### src/gct_pkg.sv
package gct_pkg;

    // ************************************************************
    // Serial frame layout
    // ************************************************************
    localparam int unsigned HDR_BITS  = 16;
    localparam int unsigned DATA_BITS = 8;
    localparam int unsigned ADDR_BITS = 15;
    localparam int unsigned RW_POS    = 15;

    localparam logic [4:0] HDR_LAST  = 5'h0f;
    localparam logic [4:0] DATA_LAST = 5'h07;
    localparam logic [4:0] RD_COUNT  = 5'h08;

    // ************************************************************
    // Register map
    // ************************************************************
    localparam logic [14:0] DIVIDER_INIT_COMMAND_ADDR   = 15'h0071;
    localparam logic [14:0] LOOP_LOOP_LOCK_RETRY_REQUEST_COMMAND_ADDR    = 15'h0072;
    localparam logic [14:0] BIAS_CAL_AND_READ_EDGE_ADDR = 15'h0073;

    localparam int unsigned CMD_BIT_POS  = 7;
    localparam int unsigned EDGE_BIT_POS = 0;

    localparam logic       READ_EDGE_RESET = 1'h0;
    localparam logic [7:0] READ_ZERO       = 8'h00;

    // ************************************************************
    // Types
    // ************************************************************
    typedef enum logic [1:0] {
        PH_HDR   = 2'b00,
        PH_WRITE = 2'b01,
        PH_READ  = 2'b10,
        PH_DONE  = 2'b11
    } gct_phase_t;

    typedef struct packed {
        logic divider_init;
        logic loop_lock_retry_request;
        logic bias_calibration_start;
    } gct_cmd_t;

    typedef struct packed {
        logic oe;
        logic dout;
    } gct_line_t;

endpackage

### src/gct_cmd_bit.sv
`timescale 1ns/10ps
module gct_cmd_bit
(
    input  wire logic sys_clk_i,
    input  wire logic rst_i,
    input  wire logic set_i,
    input  wire logic done_i,
    output logic      pulse_o,
    output logic      busy_o
);
    import gct_pkg::*;

    logic pulse_reg;
    logic pulse_next;
    logic busy_reg;
    logic busy_next;

    // A new start while busy is dropped so the running job is not restarted
    always_comb
    begin
        pulse_next = set_i & ~busy_reg;
        busy_next  = busy_reg;
        if (done_i)
        begin
            busy_next = 1'b0;
        end
        // An accepted start wins over a done in the same cycle; a refused one
        // lets the done clear busy, so busy can never hang without a job running
        if (pulse_next)
        begin
            busy_next = 1'b1;
        end
    end

    always_ff @(posedge sys_clk_i)
    begin
        if (rst_i)
        begin
            pulse_reg <= 1'b0;
            busy_reg  <= 1'b0;
        end
        else
        begin
            pulse_reg <= pulse_next;
            busy_reg  <= busy_next;
        end
    end

    assign pulse_o = pulse_reg;
    assign busy_o  = busy_reg;
endmodule // gct_cmd_bit

### src/gct_top.sv
`timescale 1ns/10ps
module gct_top
(
    input  wire logic          sys_clk_i,
    input  wire logic          rst_i,
    input  wire logic          serial_clk_i,
    input  wire logic          chip_sel_n_i,
    input  wire logic          serial_bidir_line_i,
    output logic               serial_bidir_line_o,
    output logic               serial_bidir_line_oe_o,
    input  wire logic          bias_cal_done_i,
    output gct_pkg::gct_cmd_t  cmd_o,
    output logic               bias_cal_busy_o,
    output logic               read_data_edge_select_o
);
    import gct_pkg::*;

    // ************************************************************
    // Serial clock edge detection
    // ************************************************************
    logic sclk_reg;
    logic sclk_next;
    logic rise;
    logic fall;
    logic launch;

    assign sclk_next = serial_clk_i;
    assign rise      = serial_clk_i & ~sclk_reg;
    assign fall      = ~serial_clk_i & sclk_reg;

    // ************************************************************
    // Frame state
    // ************************************************************
    gct_phase_t  phase_reg;
    gct_phase_t  phase_next;
    logic [4:0]  cnt_reg;
    logic [4:0]  cnt_next;
    logic [15:0] hdr_reg;
    logic [15:0] hdr_next;
    logic [7:0]  wdat_reg;
    logic [7:0]  wdat_next;
    logic [7:0]  rdat_reg;
    logic [7:0]  rdat_next;
    gct_line_t   line_reg;
    gct_line_t   line_next;
    logic        edge_sel_reg;
    logic        edge_sel_next;

    logic        wr_init;
    logic        wr_loop_lock_retry_request;
    logic        wr_bias;
    logic        bias_busy;
    logic [15:0] hdr_full;
    logic [7:0]  wdat_full;
    logic [7:0]  read_value;

    // Host samples on the opposite edge from the one we launch on
    assign launch    = edge_sel_reg ? rise : fall;
    assign hdr_full  = {hdr_reg[14:0], serial_bidir_line_i};
    assign wdat_full = {wdat_reg[6:0], serial_bidir_line_i};

    // ************************************************************
    // Read decode
    // ************************************************************
    always_comb
    begin
        read_value = READ_ZERO;
        if (hdr_full[ADDR_BITS-1:0] == BIAS_CAL_AND_READ_EDGE_ADDR)
        begin
            read_value[CMD_BIT_POS]  = bias_busy;
            read_value[EDGE_BIT_POS] = edge_sel_reg;
        end
    end

    // ************************************************************
    // Frame sequencer
    // ************************************************************
    always_comb
    begin
        phase_next    = phase_reg;
        cnt_next      = cnt_reg;
        hdr_next      = hdr_reg;
        wdat_next     = wdat_reg;
        rdat_next     = rdat_reg;
        line_next     = line_reg;
        edge_sel_next = edge_sel_reg;
        wr_init       = 1'b0;
        wr_loop_lock_retry_request     = 1'b0;
        wr_bias       = 1'b0;
        if (chip_sel_n_i)
        begin
            // Deselect aborts any frame; a partial write has no effect
            phase_next   = PH_HDR;
            cnt_next     = 5'h00;
            line_next.oe = 1'b0;
        end
        else
        begin
            unique case (phase_reg)
                PH_HDR:
                begin
                    if (rise)
                    begin
                        hdr_next = hdr_full;
                        cnt_next = cnt_reg + 5'h01;
                        if (cnt_reg == HDR_LAST)
                        begin
                            cnt_next = 5'h00;
                            if (hdr_full[RW_POS])
                            begin
                                phase_next = PH_READ;
                                rdat_next  = read_value;
                                // Rising launch: first bit goes out on this same edge
                                if (edge_sel_reg)
                                begin
                                    line_next.oe   = 1'b1;
                                    line_next.dout = read_value[7];
                                    rdat_next      = {read_value[6:0], 1'b0};
                                    cnt_next       = 5'h01;
                                end
                            end
                            else
                            begin
                                phase_next = PH_WRITE;
                            end
                        end
                    end
                end
                PH_WRITE:
                begin
                    if (rise)
                    begin
                        wdat_next = wdat_full;
                        cnt_next  = cnt_reg + 5'h01;
                        if (cnt_reg == DATA_LAST)
                        begin
                            phase_next = PH_DONE;
                            unique case (hdr_reg[ADDR_BITS-1:0])
                                DIVIDER_INIT_COMMAND_ADDR:
                                begin
                                    wr_init = wdat_full[CMD_BIT_POS];
                                end
                                LOOP_LOOP_LOCK_RETRY_REQUEST_COMMAND_ADDR:
                                begin
                                    wr_loop_lock_retry_request = wdat_full[CMD_BIT_POS];
                                end
                                BIAS_CAL_AND_READ_EDGE_ADDR:
                                begin
                                    wr_bias       = wdat_full[CMD_BIT_POS];
                                    edge_sel_next = wdat_full[EDGE_BIT_POS];
                                end
                                default:
                                begin
                                    // Unmapped addresses are ignored
                                end
                            endcase
                        end
                    end
                end
                PH_READ:
                begin
                    if (launch)
                    begin
                        if (cnt_reg == RD_COUNT)
                        begin
                            line_next.oe = 1'b0;
                            phase_next   = PH_DONE;
                        end
                        else
                        begin
                            line_next.oe   = 1'b1;
                            line_next.dout = rdat_reg[7];
                            rdat_next      = {rdat_reg[6:0], 1'b0};
                            cnt_next       = cnt_reg + 5'h01;
                        end
                    end
                end
                PH_DONE:
                begin
                    // Extra clocks until deselect are ignored
                    line_next.oe = 1'b0;
                end
            endcase
        end
    end

    always_ff @(posedge sys_clk_i)
    begin
        if (rst_i)
        begin
            sclk_reg     <= 1'b0;
            phase_reg    <= PH_HDR;
            cnt_reg      <= 5'h00;
            hdr_reg      <= 16'h0000;
            wdat_reg     <= 8'h00;
            rdat_reg     <= 8'h00;
            line_reg     <= '0;
            edge_sel_reg <= READ_EDGE_RESET;
        end
        else
        begin
            sclk_reg     <= sclk_next;
            phase_reg    <= phase_next;
            cnt_reg      <= cnt_next;
            hdr_reg      <= hdr_next;
            wdat_reg     <= wdat_next;
            rdat_reg     <= rdat_next;
            line_reg     <= line_next;
            edge_sel_reg <= edge_sel_next;
        end
    end

    // ************************************************************
    // Self-clearing commands
    // ************************************************************
    gct_cmd_bit u_init
    (
        .sys_clk_i (sys_clk_i),
        .rst_i     (rst_i),
        .set_i     (wr_init),
        .done_i    (1'b1),
        .pulse_o   (cmd_o.divider_init),
        .busy_o    ()
    );

    gct_cmd_bit u_loop_lock_retry_request
    (
        .sys_clk_i (sys_clk_i),
        .rst_i     (rst_i),
        .set_i     (wr_loop_lock_retry_request),
        .done_i    (1'b1),
        .pulse_o   (cmd_o.loop_lock_retry_request),
        .busy_o    ()
    );

    // Busy holds until the analog side reports the end of calibration
    gct_cmd_bit u_bias
    (
        .sys_clk_i (sys_clk_i),
        .rst_i     (rst_i),
        .set_i     (wr_bias),
        .done_i    (bias_cal_done_i),
        .pulse_o   (cmd_o.bias_calibration_start),
        .busy_o    (bias_busy)
    );

    assign bias_cal_busy_o         = bias_busy;
    assign serial_bidir_line_o     = line_reg.dout;
    assign serial_bidir_line_oe_o  = line_reg.oe;
    assign read_data_edge_select_o = edge_sel_reg;
endmodule // gct_top

### config.mk
export PLATFORM = sky130hd
export DESIGN_NAME = gct_top
export DESIGN_NICKNAME = d
export VERILOG_FILES = /design/src/gct_pkg.sv /design/src/gct_cmd_bit.sv /design/src/gct_top.sv
export SDC_FILE = /design/constraint.sdc
export NUM_CORES = 1
export LEC_CHECK = 0
export BUFFER_PORTS_ARGS = -buffer_cell sky130_fd_sc_hd__buf_4
export CELL_PAD_IN_SITES_DETAIL_PLACEMENT = 1
export CELL_PAD_IN_SITES_GLOBAL_PLACEMENT = 2
export CORE_ASPECT_RATIO = 0.6
export CORE_UTILIZATION = 38
export CTS_BUF_LIST = sky130_fd_sc_hd__clkbuf_8
export CTS_CLUSTER_DIAMETER = 200
export DETAILED_ROUTE_END_ITERATION = 8
export GPL_TIMING_DRIVEN = 0
export PLACE_DENSITY = 0.77
export SLEW_MARGIN = 40
export SYNTH_ARGS = -nofsm -noshare
export SYNTH_HDL_FRONTEND = slang
export SYNTH_SLANG_ARGS = --single-unit
export TNS_END_PERCENT = 100
### constraint.sdc
create_clock -name sys_clk_i -period 2.27 [get_ports sys_clk_i]
set_input_delay 0.1135 -clock sys_clk_i [delete_from_list [all_inputs] [get_ports sys_clk_i]]
set_output_delay 0.1135 -clock sys_clk_i [all_outputs]
set_load 0.01 [all_outputs]
==> results of run 1 <==
## routing by layer
| layer | vias up | part of all wire (%) | GRT usage, % |
|---|---|---|---|
| li1 | 912 | - | - |
| met1 | 874 | 57 | 32.5 |
| met2 | 22 | 38 | 27.3 |
| met3 | 5 | 3.8 | 4.21 |
| met4 | 0 | 0.78 | 4.48 |
| met5 | - | 0 | 0 |
## cell families after synthesis
logic type | synth area share, %
AO/OA/AOI/OAI | 15.7
buffers and inverters | 5.69
AND/OR/NAND/NOR | 27.8
adder cells (fa/ha/maj) | 3.52
flip-flops | 42.2
multiplexers | 5.16
## Yosys cell counts, types with 3 or more instances
master	instances
nand2_1	48
ha_1	6
nor2b_1	4
or2_2	6
a211oi_1	3
nor2_1	15
dfxtp_1	45
o21ai_0	7
mux2i_1	11
a21oi_1	28
inv_1	7
nor4b_1	4
clkbuf_1	9
buf_4	4
nand3_1	5
## through the flow
step / hold slack [ns] / instances / setup WS (ns) / area [um2]
6_report: 0.0859 / 337 / 0.123 / 2510
3_5_place_dp: 0.383 / 327 / -0.00311 / 2310
2_1_floorplan: 0.242 / 249 / 0.354 / 2130
3_3_place_gp: 0.378 / 327 / 0.0470 / 2310
4_1_cts: 0.0641 / 336 / 0.0471 / 2460
5_1_grt: 0.0756 / 337 / -0.0443 / 2510
## final cells by class
type	instances	area (um2)
Sequential cell	45	901
Buffer	17	97.6
Inverter	7	26.3
Timing Repair Buffer	14	105
Clock buffer	5	68.8
Multi-Input combinational cell	180	1160
Fill cell	630	2720
Tap cell	66	82.6
Clock inverter	3	65.1
## path summary, 6_finish.rpt
| path | cells past startpoint | slack (ns) | start | to |
|---|---|---|---|---|
| worst min-delay path | 3 | 0.09 | bias_cal_done_i | u_bias.busy_o |
| worst max register to register | 6 | 0.12 | phase_reg[0] | rdat_reg[7] |
| worst min register to register | 1 | 0.43 | u_init.pulse_o | u_init.pulse_o |
| worst max-delay path | 6 | 0.12 | phase_reg[0] | rdat_reg[7] |
## placed cells by master (no fill, tap or decap), types with 4 or more instances in the layout
master	instances
nand2_1	48
clkbuf_1	9
or2_2	6
nor4b_1	4
o21ai_0	6
nor2_1	15
inv_1	6
nor2b_1	4
buf_4	19
ha_1	4
clkbuf_8	5
nand3_1	5
dfxtp_1	45
a21oi_1	27
mux2i_1	11
## repair_timing
item,4_1_cts,5_1_grt
endpoints found under the hold margin,0,0
pin swaps,0,1
buffers inserted,1,1
resized for setup,3,8
setup endpoints to repair,2,8
## report_power, final
group,internal (W),switching (W)
clock,0.000437,0.000283
sequential,0.000792,0.00000454
combinational,0.0000223,0.0000408
## worst max-delay path, cell delays in order (launching register included)
cell     delay, ns
dfxtp_1       0.43
inv_1         0.11
ha_2          0.27
or4bb_1       0.56
nor4_4        0.32
a32oi_1       0.15
o31ai_1       0.23
==> impl_metrics.toml, run 1 <==
[logic_synthesis]
synth_seq_area_share_pct = 42.2
synth_warnings = 0
async_reset_ff_share_pct = 0
synth_top_area_share_pct = 42.2
syn_area_mm2 = 0.00213
ys.flop_type = "dfxtp_1"
ys_seq_elements = 45
ys_top_cells_by_area = "dfxtp_1, nand2_1, a21oi_1, mux2i_1, ha_1"
synthCells = 249
synth_fp_nets = 261
synth_top_cell_by_area = "dfxtp_1"
synth_cell_types = 52
synth-edff-count = 0
syn_avg_cell_area_um2 = 8.57

[timing]
fmax_mhz = 466
tightestPinTransition_ns = 0.503
finalSetupViolations = 0
period_share_pct = 94.6
rsz0062_at_grt = "true"
slew_viol_final = 0
slew_headroom_pct = 66.0
tns_ns = 0
period_minus_slack_ns = 2.15
skew_ns = 0.00344
finalHoldViolCount = 0

[final_layout]
largest_reg_flops = 15
final_util_pct = 47.9
n_antenna_cell = 0
finalNetCount = 282
layout-drive-gt1-share_pct = 18.5
syn2layout_area_growth_pct = 17.4

[clock_network]
cts_tree = "done"
cts_max_path_buffers = 2
insertion_delay_ns = 0.30
htreeDepth = 2
cts-buffers-inserted = 5
clk_pin_slew_ns = 0.09
root_buffer = "clkbuf_8"
cts_hold_buf = 0
numClockSinks = 45

[floorplanning]
rows = 20
die_x_um = 98.8
core-area_mm2 = 0.00523
ioPinCount = 13
start_util_pct = 40.8
die_y_um = 60.1
dieArea_mm2 = 0.00593

[detailed_routing]
drtAntennaViolNets = 0
wl_um = 5640
first_iter_violations = 60
route.detailed.drc = 0
wire_per_inst_um = 16.7
vias_per_cell = 5.38
drt-pass1-iter-count = 4
routed-via-count = 1813

[power]
p_leak_nw = 0.858
vdd.ir_drop.worst_uv = 265
power_per_cell_area_mw_per_mm2 = 630
totalPowerFinal_w = 0.00158

[worst_setup_path]
worstPathArrival_ns = 2.37
crit_type = "register to register"
cp-start-kind = "register"
critPathRequiredTime_ns = 2.49
critPathCaptureType = "register"
path_max_fanout = 7

[global_route]
gr-total-overflow = 0
antenna_found_initial = 0
grt_max_degree = 15
grt_pass1_wl_um = 9050
grt_pass1_vias = 1695
grtUsageTotal_pct = 20.4

[run]
maxCapViolCount = 0

[status]
status = "completed"

[place]
portBuffers = 12
dp.final_hpwl_um = 4120
gp_congestion = 0.747

[worst_hold_path]
min_path_type = "primary input to register"
No activity file was read; power rests on OpenSTA's default activity.
==> run 2: changes to the inputs <==
--- a/config.mk
+++ b/config.mk
@@ -14,6 +14,7 @@
 export CTS_CLUSTER_DIAMETER = 200
 export DETAILED_ROUTE_END_ITERATION = 8
 export GPL_TIMING_DRIVEN = 0
+export MAX_ROUTING_LAYER = met4
 export PLACE_DENSITY = 0.77
 export SLEW_MARGIN = 40
 export SYNTH_ARGS = -nofsm -noshare
==> run 2 against run 1 <==
Setup slack lost 0.0081 ns. Largest power group unchanged. Fmax shrank 0.38%. Clock power hardly changed. Critical endpoint unchanged. Non-clock buffer count unchanged. Largest cell class unchanged. Count of clock-buffer cells in the layout is the same. Core utilization stayed put. Combinational power about the same. Routed wire length rose by 0.28%. Sequential cell count did not move. Via count shrank 0.33%.
==> impl_metrics.toml, run 2 (synthesis gave the netlist of run 1 again) <==
[timing]
rsz0062_at_grt = "true"
fin_ws_ns = 0.115
holdWs_ns = 0.0854
slew_headroom_pct = 65.9
finalSetupViolations = 0
period_share_pct = 94.9
skew_ns = 0.00341
slew_viol_final = 0
fmax_mhz = 464
tightestPinTransition_ns = 0.504
period_minus_slack_ns = 2.16
tns_ns = 0
finalHoldViolCount = 0

[floorplanning]
start_util_pct = 40.8
core-area_mm2 = 0.00523
dieArea_mm2 = 0.00593
die_y_um = 60.1
die_x_um = 98.8
ioPinCount = 13
rows = 20

[final_layout]
n_antenna_cell = 0
finalNetCount = 282
layout-drive-gt1-share_pct = 18.5
mostFrequentLayoutCells = "nand2_1, dfxtp_1, a21oi_1"
layout_commonest_cell = "nand2_1"
fillers = 630
syn2layout_area_growth_pct = 17.4
stdcell_area_mm2 = 0.00251
largest_reg_flops = 15

[worst_setup_path]
path_max_fanout = 7
critPathRequiredTime_ns = 2.49
crit_family = "simple AND/OR/NAND/NOR gates"
crit_chain = "inv_1, ha_2, or4bb_1, nor4_4, a32oi_1, o31ai_1"
cpPeakStageDelay_ns = 0.56
critPathCaptureType = "register"
crit_type = "register to register"
critPathBufInv = 1
cp-start-kind = "register"
worstPathArrival_ns = 2.38
crit_slowest_cell = "or4bb_1"

[place]
portBuffers = 12
gp_congestion = 0.757
placed_area_mm2 = 0.00231
dp.final_hpwl_um = 4120
post-place-ws_ns = -0.00311

[detailed_routing]
routed-via-count = 1807
wl_um = 5660
drtAntennaViolNets = 0
route.detailed.drc = 0
wire_per_inst_um = 16.8
vias_per_cell = 5.36
first_iter_violations = 62
drt-pass1-iter-count = 4

[clock_network]
root_buffer = "clkbuf_8"
cts_tree = "done"
htreeDepth = 2
clk_pin_slew_ns = 0.09
numClockSinks = 45
cts_hold_buf = 0
insertion_delay_ns = 0.30
cts-buffers-inserted = 5
cts_max_path_buffers = 2

[status]
status = "completed"

[power]
vdd.ir_drop.worst_uv = 265
power_per_cell_area_mw_per_mm2 = 631
p_leak_nw = 0.858

[worst_hold_path]
min_path_type = "primary input to register"

[run]
maxCapViolCount = 0

[global_route]
grtUsageTotal_pct = 21.1
antenna_found_initial = 0
grt_pass1_wl_um = 9070
grt_pass1_vias = 1692
grt_max_degree = 15
gr-total-overflow = 0
## run 2: per-stage QoR
stage | utilization [%] | cells | power, W
2_1_floorplan | - | 249 | 0.000850
3_3_place_gp | 44.1 | 327 | 0.000875
3_5_place_dp | 44.1 | 327 | 0.000875
4_1_cts | 47.0 | 336 | 0.00160
5_1_grt | 47.9 | 337 | 0.00164
6_report | 47.9 | 337 | 0.00158
## run 2: cell type report
cell class	count	area [um2]	area share, %
Tap cell	66	82.6	3.30
Clock inverter	3	65.1	2.60
Inverter	7	26.3	1.05
Sequential cell	45	901	35.9
Timing Repair Buffer	14	105	4.19
Multi-Input combinational cell	180	1160	46.3
Clock buffer	5	68.8	2.75
Buffer	17	97.6	3.89
## run 2: path summary, 6_finish.rpt
check / depth (start not counted) / end / slack [ns] / startpoint
hold / removal: 3 / u_bias.busy_o / 0.09 / bias_cal_done_i
setup reg to reg: 6 / rdat_reg[7] / 0.11 / phase_reg[0]
setup / recovery: 6 / rdat_reg[7] / 0.11 / phase_reg[0]
hold reg to reg: 1 / u_init.pulse_o / 0.43 / u_init.pulse_o
## run 2: power by group
group	total, W	switching [W]	leakage (nW)	internal (W)
Clock	0.000722	0.000285	0.0681	0.000437
Combinational	0.0000632	0.0000409	0.427	0.0000223
Sequential	0.000796	0.00000455	0.363	0.000792
Total	0.00158	0.000330	0.858	0.00125
## run 2: worst register-to-register path: stages (launching register included)
cell and delay [ns]:
dfxtp_1 0.43, inv_1 0.12, ha_2 0.27, or4bb_1 0.57
nor4_4 0.32, a32oi_1 0.15, o31ai_1 0.23
## run 2: routing by layer
metal  global-route usage, %  wire [um]
met1                    32.6       3300
met2                    27.3       2170
met5                       -          0
met3                    4.21        140
met4                    4.48         44
## run 2: timing repair
action	4_1_cts	5_1_grt
resized for setup	3	8
setup endpoints to repair	2	8
pin swaps	0	1
setup buffers	1	1
